--- src/verilog/phy_ctl_pkg.sv ---
// Purpose: constants for the phy basic control register
// Assumes: 16-bit management word, 20 MHz clock
// Notes: shared by the register bank and its reset sequencer
package phy_ctl_pkg;
    localparam int CLK_NS = 50;
    localparam logic [4:0] CTL_ADDR = 5'h00;
    localparam int BIT_RESET = 15;
    localparam int BIT_LOOP = 14;
    localparam int BIT_SPEED = 13;
    localparam int BIT_ANEG = 12;
    localparam int BIT_PDOWN = 11;
    localparam int BIT_RESTART = 9;
    localparam int BIT_DUPLEX = 8;
    localparam int BIT_COLTEST = 7;
    localparam logic [15:0] CTL_RESET_VAL = 16'h3000;
    localparam logic [15:0] CTL_WMASK = 16'hFB80;
    localparam int DEAD_NS = 560;
    localparam int DEAD_CYC = (DEAD_NS + CLK_NS - 1) / CLK_NS;
    localparam int SRST_CYCLES = 16;
    localparam logic [4:0] SRST_LAST = 5'(SRST_CYCLES - 1);
    localparam logic [3:0] DEAD_LAST = 4'(DEAD_CYC - 1);
endpackage

--- src/verilog/srst_if.sv ---
// Purpose: soft reset handshake between bank and sequencer
// Assumes: single clock
// Notes: start is a one-cycle pulse
`timescale 1ns/1ps
interface srst_if;
    logic start;
    logic busy;
    modport bank (output start, input busy);
    modport seq (input start, output busy);
endinterface

--- src/verilog/srst_seq.sv ---
// Purpose: times the soft reset process
// Assumes: start is a one-cycle pulse
// Notes: busy is high for SRST_CYCLES cycles
`timescale 1ns/1ps
module srst_seq
    import phy_ctl_pkg::*;
(
    // clocking
    input wire logic clk,
    input wire logic rst,
    input wire logic ce,
    // handshake
    srst_if.seq sr
);
    logic [4:0] cnt_r;
    logic busy_r;

    assign sr.busy = busy_r;

    always_ff @(posedge clk) begin
        if (rst) begin
            busy_r <= 1'b0;
            cnt_r <= 5'h00;
        end else if (ce) begin
            if (sr.start) begin
                busy_r <= 1'b1;
                cnt_r <= 5'h00;
            end else if (busy_r) begin
                if (cnt_r == SRST_LAST) begin
                    busy_r <= 1'b0;
                end
                cnt_r <= cnt_r + 5'h01;
            end
        end
    end
endmodule // srst_seq

--- src/verilog/phy_basic_control_register.sv ---
// Purpose: phy basic control register and its datapath effects
// Assumes: management transactions are single 16-bit words
// Notes: soft reset stalls transactions via mgmt_ready
//
// Contract
// bit 15 resets registers, self-clears
// reset reads one, transactions held off
// bit 14 loops transmit nibbles to receive
// loopback isolates receive from medium
// loopback entry may blank receive 560 ns; code blanks 12 cycles (600 ns)
// loopback config setting overrides control bit
// bit 13 selects 100/10 without autoneg
// speed readback meaningful only without autoneg
// bit 12 autoneg; ignores speed, duplex
// bit 11 enters power-down
// bit 9 restarts autoneg, self-clears
// bit 8 selects full/half duplex
// single supported duplex forces duplex bit; code forces it on writes only, reset loads it 0
// loopback makes duplex bit irrelevant
// bit 7 forces collision on tx enable
// host writes zero to reserved bits
// register reached via management window
// whole word per transaction, reads all
`timescale 1ns/1ps
module phy_basic_control_register
    import phy_ctl_pkg::*;
(
    // clocking
    input wire logic clk,
    input wire logic rst,
    input wire logic ce,
    // management data window
    input wire logic mgmt_req,
    input wire logic mgmt_we,
    input wire logic [4:0] mgmt_addr,
    input wire logic [15:0] mgmt_wdata,
    output logic mgmt_ready,
    output logic [15:0] mgmt_rdata,
    // configuration straps
    input wire logic cfg_loop_valid,
    input wire logic cfg_loop_val,
    input wire logic only_full,
    input wire logic only_half,
    // mii side
    input wire logic [3:0] mii_txd,
    input wire logic mii_tx_en,
    input wire logic [3:0] line_rxd,
    input wire logic line_rx_dv,
    input wire logic line_col,
    output logic [3:0] mii_rxd,
    output logic mii_rx_dv,
    output logic mii_col,
    // phy controls
    output logic speed_100,
    output logic full_duplex,
    output logic aneg_en,
    output logic aneg_restart,
    output logic power_down,
    output logic loop_active
);
    logic [15:0] ctl_r;
    logic [15:0] ctl_nxt;
    logic restart_r;
    logic loop_d_r;
    logic [3:0] dead_cnt_r;
    logic dead_r;
    logic [3:0] rxd_r;
    logic rx_dv_r;
    logic col_r;
    logic wr_hit;
    logic rd_hit;
    logic loop_eff;
    logic loop_rise;
    srst_if sr();

    // control register address decode
    function automatic logic hit(input logic [4:0] a);
        return a == CTL_ADDR;
    endfunction

    // read view: self-clearing bits show their live state
    function automatic logic [15:0] rd_view(input logic [15:0] c,
            input logic rs);
        logic [15:0] v;
        v = c;
        v[BIT_RESTART] = rs;
        return v;
    endfunction

    // soft reset timing
    srst_seq u_seq (
        .clk(clk),
        .rst(rst),
        .ce(ce),
        .sr(sr)
    );

    assign mgmt_ready = !sr.busy;
    assign wr_hit = mgmt_req && mgmt_we && hit(mgmt_addr) && !sr.busy;
    assign rd_hit = mgmt_req && !mgmt_we && hit(mgmt_addr) && !sr.busy;
    assign sr.start = ce && wr_hit && mgmt_wdata[BIT_RESET];

    // loopback config wins over control bit
    assign loop_eff = cfg_loop_valid ? cfg_loop_val
                                     : ctl_r[BIT_LOOP];

    always_comb begin
        ctl_nxt = (ctl_r & ~CTL_WMASK) | (mgmt_wdata & CTL_WMASK);
        ctl_nxt[BIT_RESET] = 1'b0;
        ctl_nxt[BIT_RESTART] = 1'b0;
        if (only_full) begin
            ctl_nxt[BIT_DUPLEX] = 1'b1;
        end else if (only_half) begin
            ctl_nxt[BIT_DUPLEX] = 1'b0;
        end
    end

    // control word, whole-word writes
    always_ff @(posedge clk) begin
        if (rst) begin
            ctl_r <= CTL_RESET_VAL;
        end else if (ce) begin
            if (sr.start) begin
                ctl_r <= CTL_RESET_VAL;
            end else if (wr_hit) begin
                ctl_r <= ctl_nxt;
            end
        end
    end

    // restart pulse, self clearing
    always_ff @(posedge clk) begin
        if (rst) begin
            restart_r <= 1'b0;
        end else if (ce) begin
            restart_r <= wr_hit && !mgmt_wdata[BIT_RESET]
                && mgmt_wdata[BIT_RESTART];
        end
    end

    // read data
    always_ff @(posedge clk) begin
        if (rst) begin
            mgmt_rdata <= 16'h0000;
        end else if (ce) begin
            if (rd_hit) begin
                mgmt_rdata <= rd_view(ctl_r, restart_r);
            end else if (sr.busy || sr.start) begin
                mgmt_rdata <= 16'h0000;
                mgmt_rdata[BIT_RESET] <= 1'b1;
            end
        end
    end

    // loopback level one cycle late, for entry detect
    always_ff @(posedge clk) begin
        if (rst) begin
            loop_d_r <= 1'b0;
        end else if (ce) begin
            loop_d_r <= loop_eff;
        end
    end

    // entry edge of effective loopback
    assign loop_rise = loop_eff && !loop_d_r;

    // dead time after loopback entry
    always_ff @(posedge clk) begin
        if (rst) begin
            dead_r <= 1'b0;
            dead_cnt_r <= 4'h0;
        end else if (ce) begin
            if (loop_rise) begin
                dead_r <= 1'b1;
                dead_cnt_r <= 4'h0;
            end else if (dead_r) begin
                if (dead_cnt_r == DEAD_LAST) begin
                    dead_r <= 1'b0;
                end
                dead_cnt_r <= dead_cnt_r + 4'h1;
            end
        end
    end

    // receive path
    always_ff @(posedge clk) begin
        if (rst) begin
            rxd_r <= 4'h0;
            rx_dv_r <= 1'b0;
        end else if (ce) begin
            if (power_down) begin
                rxd_r <= 4'h0;
                rx_dv_r <= 1'b0;
            end else if (loop_eff) begin
                rxd_r <= dead_r ? 4'h0 : mii_txd;
                rx_dv_r <= mii_tx_en && !dead_r;
            end else begin
                rxd_r <= line_rxd;
                rx_dv_r <= line_rx_dv;
            end
        end
    end

    // collision: forced by test bit, else from line
    always_ff @(posedge clk) begin
        if (rst) begin
            col_r <= 1'b0;
        end else if (ce) begin
            col_r <= (ctl_r[BIT_COLTEST] && mii_tx_en)
                || (!loop_eff && !power_down && line_col);
        end
    end

    assign mii_rxd = rxd_r;
    assign mii_rx_dv = rx_dv_r;
    assign mii_col = col_r;
    assign aneg_en = ctl_r[BIT_ANEG];
    assign speed_100 = ctl_r[BIT_SPEED];
    // duplex forced full in loopback, don't-care there
    assign full_duplex = loop_eff || ctl_r[BIT_DUPLEX];
    assign aneg_restart = restart_r;
    assign power_down = ctl_r[BIT_PDOWN];
    assign loop_active = loop_eff;
endmodule // phy_basic_control_register

--- config.mk ---
export PLATFORM = sky130hd
export DESIGN_NAME = phy_basic_control_register
export DESIGN_NICKNAME = d
export VERILOG_FILES = /design/src/verilog/phy_ctl_pkg.sv /design/src/verilog/srst_if.sv /design/src/verilog/srst_seq.sv /design/src/verilog/phy_basic_control_register.sv
export SDC_FILE = /design/constraint.sdc
export NUM_CORES = 1
export LEC_CHECK = 0
export BUFFER_PORTS_ARGS = -buffer_cell sky130_fd_sc_hd__clkbuf_2
export CAP_MARGIN = 20
export CORE_MARGIN = 2
export CORE_UTILIZATION = 47
export DETAILED_ROUTE_END_ITERATION = 7
export PLACE_DENSITY = 0.83
export SYNTH_ARGS = -nofsm -noshare
export SYNTH_HDL_FRONTEND = slang
export SYNTH_SLANG_ARGS = --single-unit
--- constraint.sdc ---
create_clock -name clk -period 1.7 [get_ports clk]
set_input_delay 0.255 -clock clk [delete_from_list [all_inputs] [get_ports clk]]
set_output_delay 0.255 -clock clk [all_outputs]
set_load 0.05 [all_outputs]
# Word-level counts from Yosys, hierarchy flattened
# Index checks and enable logic that the tools add are counted.
# classes
n_addsub,2
eq_ne,2
mux,22
bitwise,1
reduce_logical,34
# ops
op,count
16-bit two-way mux,4
4-bit two-way mux,5
1-bit logical AND,15
11-bit by 15-bit OR with 15-bit output,1
1-bit two-way mux,11
5-bit two-way mux,2
2-bit AND reduction,4
2-bit nonzero test,4
1-bit zero test,7
"5-bit by 1-bit adder with 5-bit output, second input constant",1
"5-bit by 4-bit == test with 1-bit output, second input constant",1
5-bit zero test,1
"4-bit by 1-bit adder with 4-bit output, second input constant",1
"4-bit == test, second input constant",1
1-bit logical OR,3
# word_totals
reg_bits,51
in_bits,41
out_inout_bits,29
word_cells,72

# Depth between registers and ports, before layout
# logic_depth
word_depth,8
depth_mapped,5
mapped_depth_nobuf,5

# Hierarchy
# A second synthesis with hierarchy kept.
# hier_totals
hier_cells,204
area_unflattened_um2,1814.2
# by_module_without_submodules
mod,n_inst,cells_per_inst,area_each_um2,seq_area_each_um2
phy_basic_control_register,1,172,1530.2,560.5
srst_seq,1,32,284.0,120.1

# Worst setup path after synthesis
# Ideal clock, no wire load.
# synth_path
kind,input to output
from,input port cfg_loop_valid
to,output port full_duplex
arrival_ps,1200
required_time_ps,1445
slack_ps,245
stages,3
path_buffers,1
path_cell_list,mux2i_1 -> clkbuf_1 -> nand2b_1
# synth_between
elab_chain_len,2
# synth_rtl
element,line,rtl
start: declaration,phy_basic_control_register.sv:40,"input wire logic cfg_loop_valid,"
1-bit two-way mux,phy_basic_control_register.sv:104,assign loop_eff = cfg_loop_valid ? cfg_loop_val
1-bit logical OR,phy_basic_control_register.sv:220,assign full_duplex = loop_eff || ctl_r[BIT_DUPLEX];
end: declaration,phy_basic_control_register.sv:55,"output logic full_duplex,"
# Every way passes these cells.

# Worst setup path after layout
# layout_path
from,register ctl_r[14]
to,output port loop_active
# layout_between
elab_chain_len,1
# layout_rtl
element,line,rtl
start: declaration,phy_basic_control_register.sv:61,logic [15:0] ctl_r;
start signal: assignment,phy_basic_control_register.sv:126,ctl_r <= ctl_nxt;
1-bit two-way mux,phy_basic_control_register.sv:104,
end: declaration,phy_basic_control_register.sv:59,output logic loop_active
# Every way passes these cells.

==> results_tabular.tex <==
\begin{tabular}{lr}
\hline
Metric & Value \\
\hline
\multicolumn{2}{l}{\textbf{Setup path}} \\
Critical Path, Cell by Cell & mux2i\_2 -> inv\_1 -> buf\_2 \\
Required time of the worst setup path & 1.44 ns \\
Capturing element type of the critical path & primary output \\
Critical path start-end classification & reg2out \\
Nature of the critical path startpoint & flop \\
Highest net fanout along the worst path & 6 \\
Slowest Stage Delay on Critical Path & 0.39 ns \\
Worst Path Arrival & 1.31 ns \\
Max stage delay cell, worst path & sky130\_fd\_sc\_hd\_\_dfxtp\_1 \\
Cell depth of the worst flop-to-flop path & 3 \\
\multicolumn{2}{l}{\textbf{Floorplanning}} \\
Core area & around 3300 sq um \\
\# rows & 21 \\
Horiz. Die Dim & 62.4 um \\
Height of the chip & 62.4 um \\
Starting density of the core & 0.485 \\
I/O pin count & 70 \\
Area of the die & 3900 sq um \\
\multicolumn{2}{l}{\textbf{Layout}} \\
Highest-count cells in the layout ignoring fill and taps & sky130\_fd\_sc\_hd\_\_clkbuf\_2 (60), sky130\_fd\_sc\_hd\_\_dfxtp\_1 (34), sky130\_fd\_sc\_hd\_\_nand3\_1 (13), sky130\_fd\_sc\_hd\_\_nand2\_1 (12) \\
Proportion of layout cells with a drive suffix above 1 & 0.356 \\
Number of nets in the layout & 276 \\
Fillers & roughly 310 \\
Non-filler cells, final & 279 \\
Number of diodes & 0 \\
Synth-to-Final Area Change & 27.0\% \\
Commonest non-fill, non-tap cell in the layout & sky130\_fd\_sc\_hd\_\_clkbuf\_2 \\
\multicolumn{2}{l}{\textbf{Yosys}} \\
Area fraction in and, or, nand and nor cells after synthesis & 0.269 \\
Yosys reg bits & 34 \\
Proportion of synthesized area in mux cells & 0.0436 \\
Number of enable-type register cells in the synthesized netlist & 0 \\
Synth Area in XOR/XNOR & 0.00546 \\
Fraction of synthesis flops using an asynchronous set or reset pin & 0 \\
Share of synthesized cell area in full adder, half adder and majority cells & 0.0234 \\
Synth Instances & 174 \\
Average cell area after synthesis & 9.23 sq um \\
Number of nets in the synthesized netlist & 218 \\
Compound-Gate Fraction of Synth Area & 0.159 \\
Sequential cell area fraction in the yosys report & 0.424 \\
Leading register cell type out of synthesis & sky130\_fd\_sc\_hd\_\_dfxtp\_1 \\
Number of warning messages in the yosys log & 0 \\
Dominant combinational cell family by area after synthesis & simple AND/OR/NAND/NOR gates \\
Netlist Area Pre-Place & 1610 sq um \\
Count of cell types in the netlist & 44 \\
\multicolumn{2}{l}{\textbf{CTS}} \\
H-tree levels & 2 \\
Max clock buf depth & 2 \\
Number of buffers created by CTS & 5 \\
Sink count of the clock tree & 34 \\
Later-pin clock latency in the skew report & approximately 0.35 ns \\
Setup repair bufs after CTS & 0 \\
Clock root buffer & sky130\_fd\_sc\_hd\_\_clkbuf\_4 \\
Clock tree from TritonCTS & done \\
Clock slew at the register clock pins of the worst setup and hold paths & 0.11 ns \\
\multicolumn{2}{l}{\textbf{Flow run}} \\
Max Cap Violations & 0 \\
\multicolumn{2}{l}{\textbf{Timing}} \\
Headroom to the max-slew limit & 0.557 \\
Final clock period utilization by the worst path & 0.919 \\
Worst Skew & 0.0128 ns \\
F\_max & 0.640 GHz \\
RSZ-0062 raised after global routing & no \\
Number of endpoints failing setup at the final stage & 0 \\
Min Clock Period, post-route & 1.56 ns \\
Final hold viol count & 0 \\
Slew @ Worst Pin & 0.665 ns \\
Final Slew Violations & 0 \\
Total Negative Setup Slacks & 0 ns \\
\multicolumn{2}{l}{\textbf{Global route}} \\
Global-route wire length before repair & 6020 um \\
Antenna violations before repair & 0 \\
Leftover overflow at the end of global routing & 0 \\
Maximum number of pins on one net before global-route repair & 18 \\
Vias in the first global route & 1406 \\
GRT Util Overall & 0.195 \\
\multicolumn{2}{l}{\textbf{Drt}} \\
Aggregate routed wire length & approximately 3600 um \\
Average detailed-routed wire length per instance & 13.1 um \\
DRC violation count after routing & 0 \\
Vias after detailed routing & 1497 \\
Iteration-0 DRC count of the detailed router & 74 \\
Ratio of routed vias to standard cells & 5.37 \\
First-pass detailed-route iteration total & 4 \\
Residual antenna-violating net count after detailed routing & 0 \\
\multicolumn{2}{l}{\textbf{Hold path}} \\
Hold Path Cell Cnt & 3 \\
HP Class & in2reg \\
\multicolumn{2}{l}{\textbf{Placed design}} \\
Gpl congestion & around 0.76 \\
Dpl cells & between 200 and 300 \\
Placed wire-length estimate after detailed placement & 2600 um \\
Input/output buffers & 61 \\
\multicolumn{2}{l}{\textbf{Power and ir drop}} \\
LEAKAGE & 0.910 nW \\
Share of total power in combinational logic & 0.110 \\
Total power per unit cell area & 867 nW/um\^{}2 \\
Internal power contribution & around 1.3 mW \\
IR drop worst, VDD & 0.437 mV \\
Sequential group share of total power & 0.465 \\
Net switching share of the total power & 0.242 \\
Switching power & 427 uW \\
Fraction of power consumed by the clock network & 0.425 \\
\multicolumn{2}{l}{\textbf{Outcome}} \\
Result of the run & completed \\
\hline
\end{tabular}
[cells by family after synthesis]
kind of cell,after synthesis
adder cells (fa/ha/maj),3
XOR/XNOR,1
AO/OA/AOI/OAI,34
flip-flops,34
multiplexers,7
buffers and inverters,25
AND/OR/NAND/NOR,70
[final timing paths]
path                                from  slack (ns)                          end
min reg2reg  mgmt_rdata[12]$_SDFFE_PP0P_        0.49  mgmt_rdata[12]$_SDFFE_PP0P_
max               ctl_r[14]$_SDFFE_PP0P_        0.14                  loop_active
max reg2reg   u_seq.sr.busy$_SDFFE_PP0P_        0.15  mgmt_rdata[12]$_SDFFE_PP0P_
min                       mgmt_wdata[14]        0.13       ctl_r[14]$_SDFFE_PP0P_
[through the flow]
step	setup slack, ns	hold WS (ns)	power, mW	util	area (sq um)
2_1_floorplan	0.245	0.418	0.957	-	1610
4_1_cts	0.0729	0.128	1.77	0.615	2040
3_3_place_gp	0.136	0.460	1.03	0.583	1930
6_report	0.138	0.134	1.77	0.616	2040
3_5_place_dp	0.125	0.466	1.03	0.583	1930
5_1_grt	0.0278	0.116	1.84	0.616	2040
[metal layers]
| layer | part of all wire | wire length, um | up-vias | track usage |
|---|---|---|---|---|
| met5 | 0 | 0 | - | 0 |
| met4 | 0.015 | 53 | 0 | 0.0750 |
| met3 | 0.063 | 230 | 6 | 0.0649 |
| met2 | 0.49 | 1770 | 49 | 0.345 |
| met1 | 0.44 | 1590 | 683 | 0.214 |
| li1 | - | - | 759 | - |
[synth_stat cells (5+ instances only)]
master / n / area (sq um)
sky130_fd_sc_hd__a31oi_1: 5 / 31.3
sky130_fd_sc_hd__nand4b_1: 6 / 52.6
sky130_fd_sc_hd__buf_4: 7 / 52.6
sky130_fd_sc_hd__nand2_1: 12 / 45.0
sky130_fd_sc_hd__clkbuf_1: 6 / 22.5
sky130_fd_sc_hd__mux2i_1: 7 / 70.1
sky130_fd_sc_hd__nor2_1: 7 / 26.3
sky130_fd_sc_hd__inv_1: 7 / 26.3
sky130_fd_sc_hd__dfxtp_1: 34 / 681
sky130_fd_sc_hd__nand3_1: 13 / 65.1
sky130_fd_sc_hd__nor3_1: 6 / 30.0
sky130_fd_sc_hd__a22o_1: 7 / 61.3
[repair_timing]
item                                    in CTS  in global routing
resized for setup                            0                  2
endpoints found under the hold margin        0                  0
endpoints found under the setup margin       0                  1
hold buffers                                 0                  0
[sequential cells by signal (all words and copies together) (netlist names)]
name and flops:
aneg_restart 1, ctl_r 6, dead_cnt_r 4, dead_r 1
loop_d_r 1, mgmt_rdata 9, mii_col 1, mii_rx_dv 1
mii_rxd 4, u_seq.cnt_r 5, u_seq.sr.busy 1
[critical path: cells and delay by family, from the launching register on]
| family | cells | cell delay [ns] |
|---|---|---|
| buffers and inverters | 2 | 0.46 |
| DFF | 1 | 0.39 |
| muxes | 1 | 0.11 |
[power groups by stage]
stage               registers [mW]  clock network [mW]  logic (mW)
floorplan                    0.870                   0      0.0877
global placement             0.840                   0       0.190
detailed placement           0.841                   0       0.193
CTS                          0.823               0.758       0.194
global route                 0.825               0.806       0.210
finish                       0.823               0.751       0.194
[final cells by class]
class                      instances  area (sq um)  area share
inverter                           8          30.0      0.0147
tap                               46          57.6      0.0282
clock buffer                       5          37.5      0.0184
sequential                        34           681       0.334
clock inverter                     3          68.8      0.0337
timing repair buffer              68           358       0.175
multi-input combinational        115           807       0.396
Power figures use the tool's default switching activity.
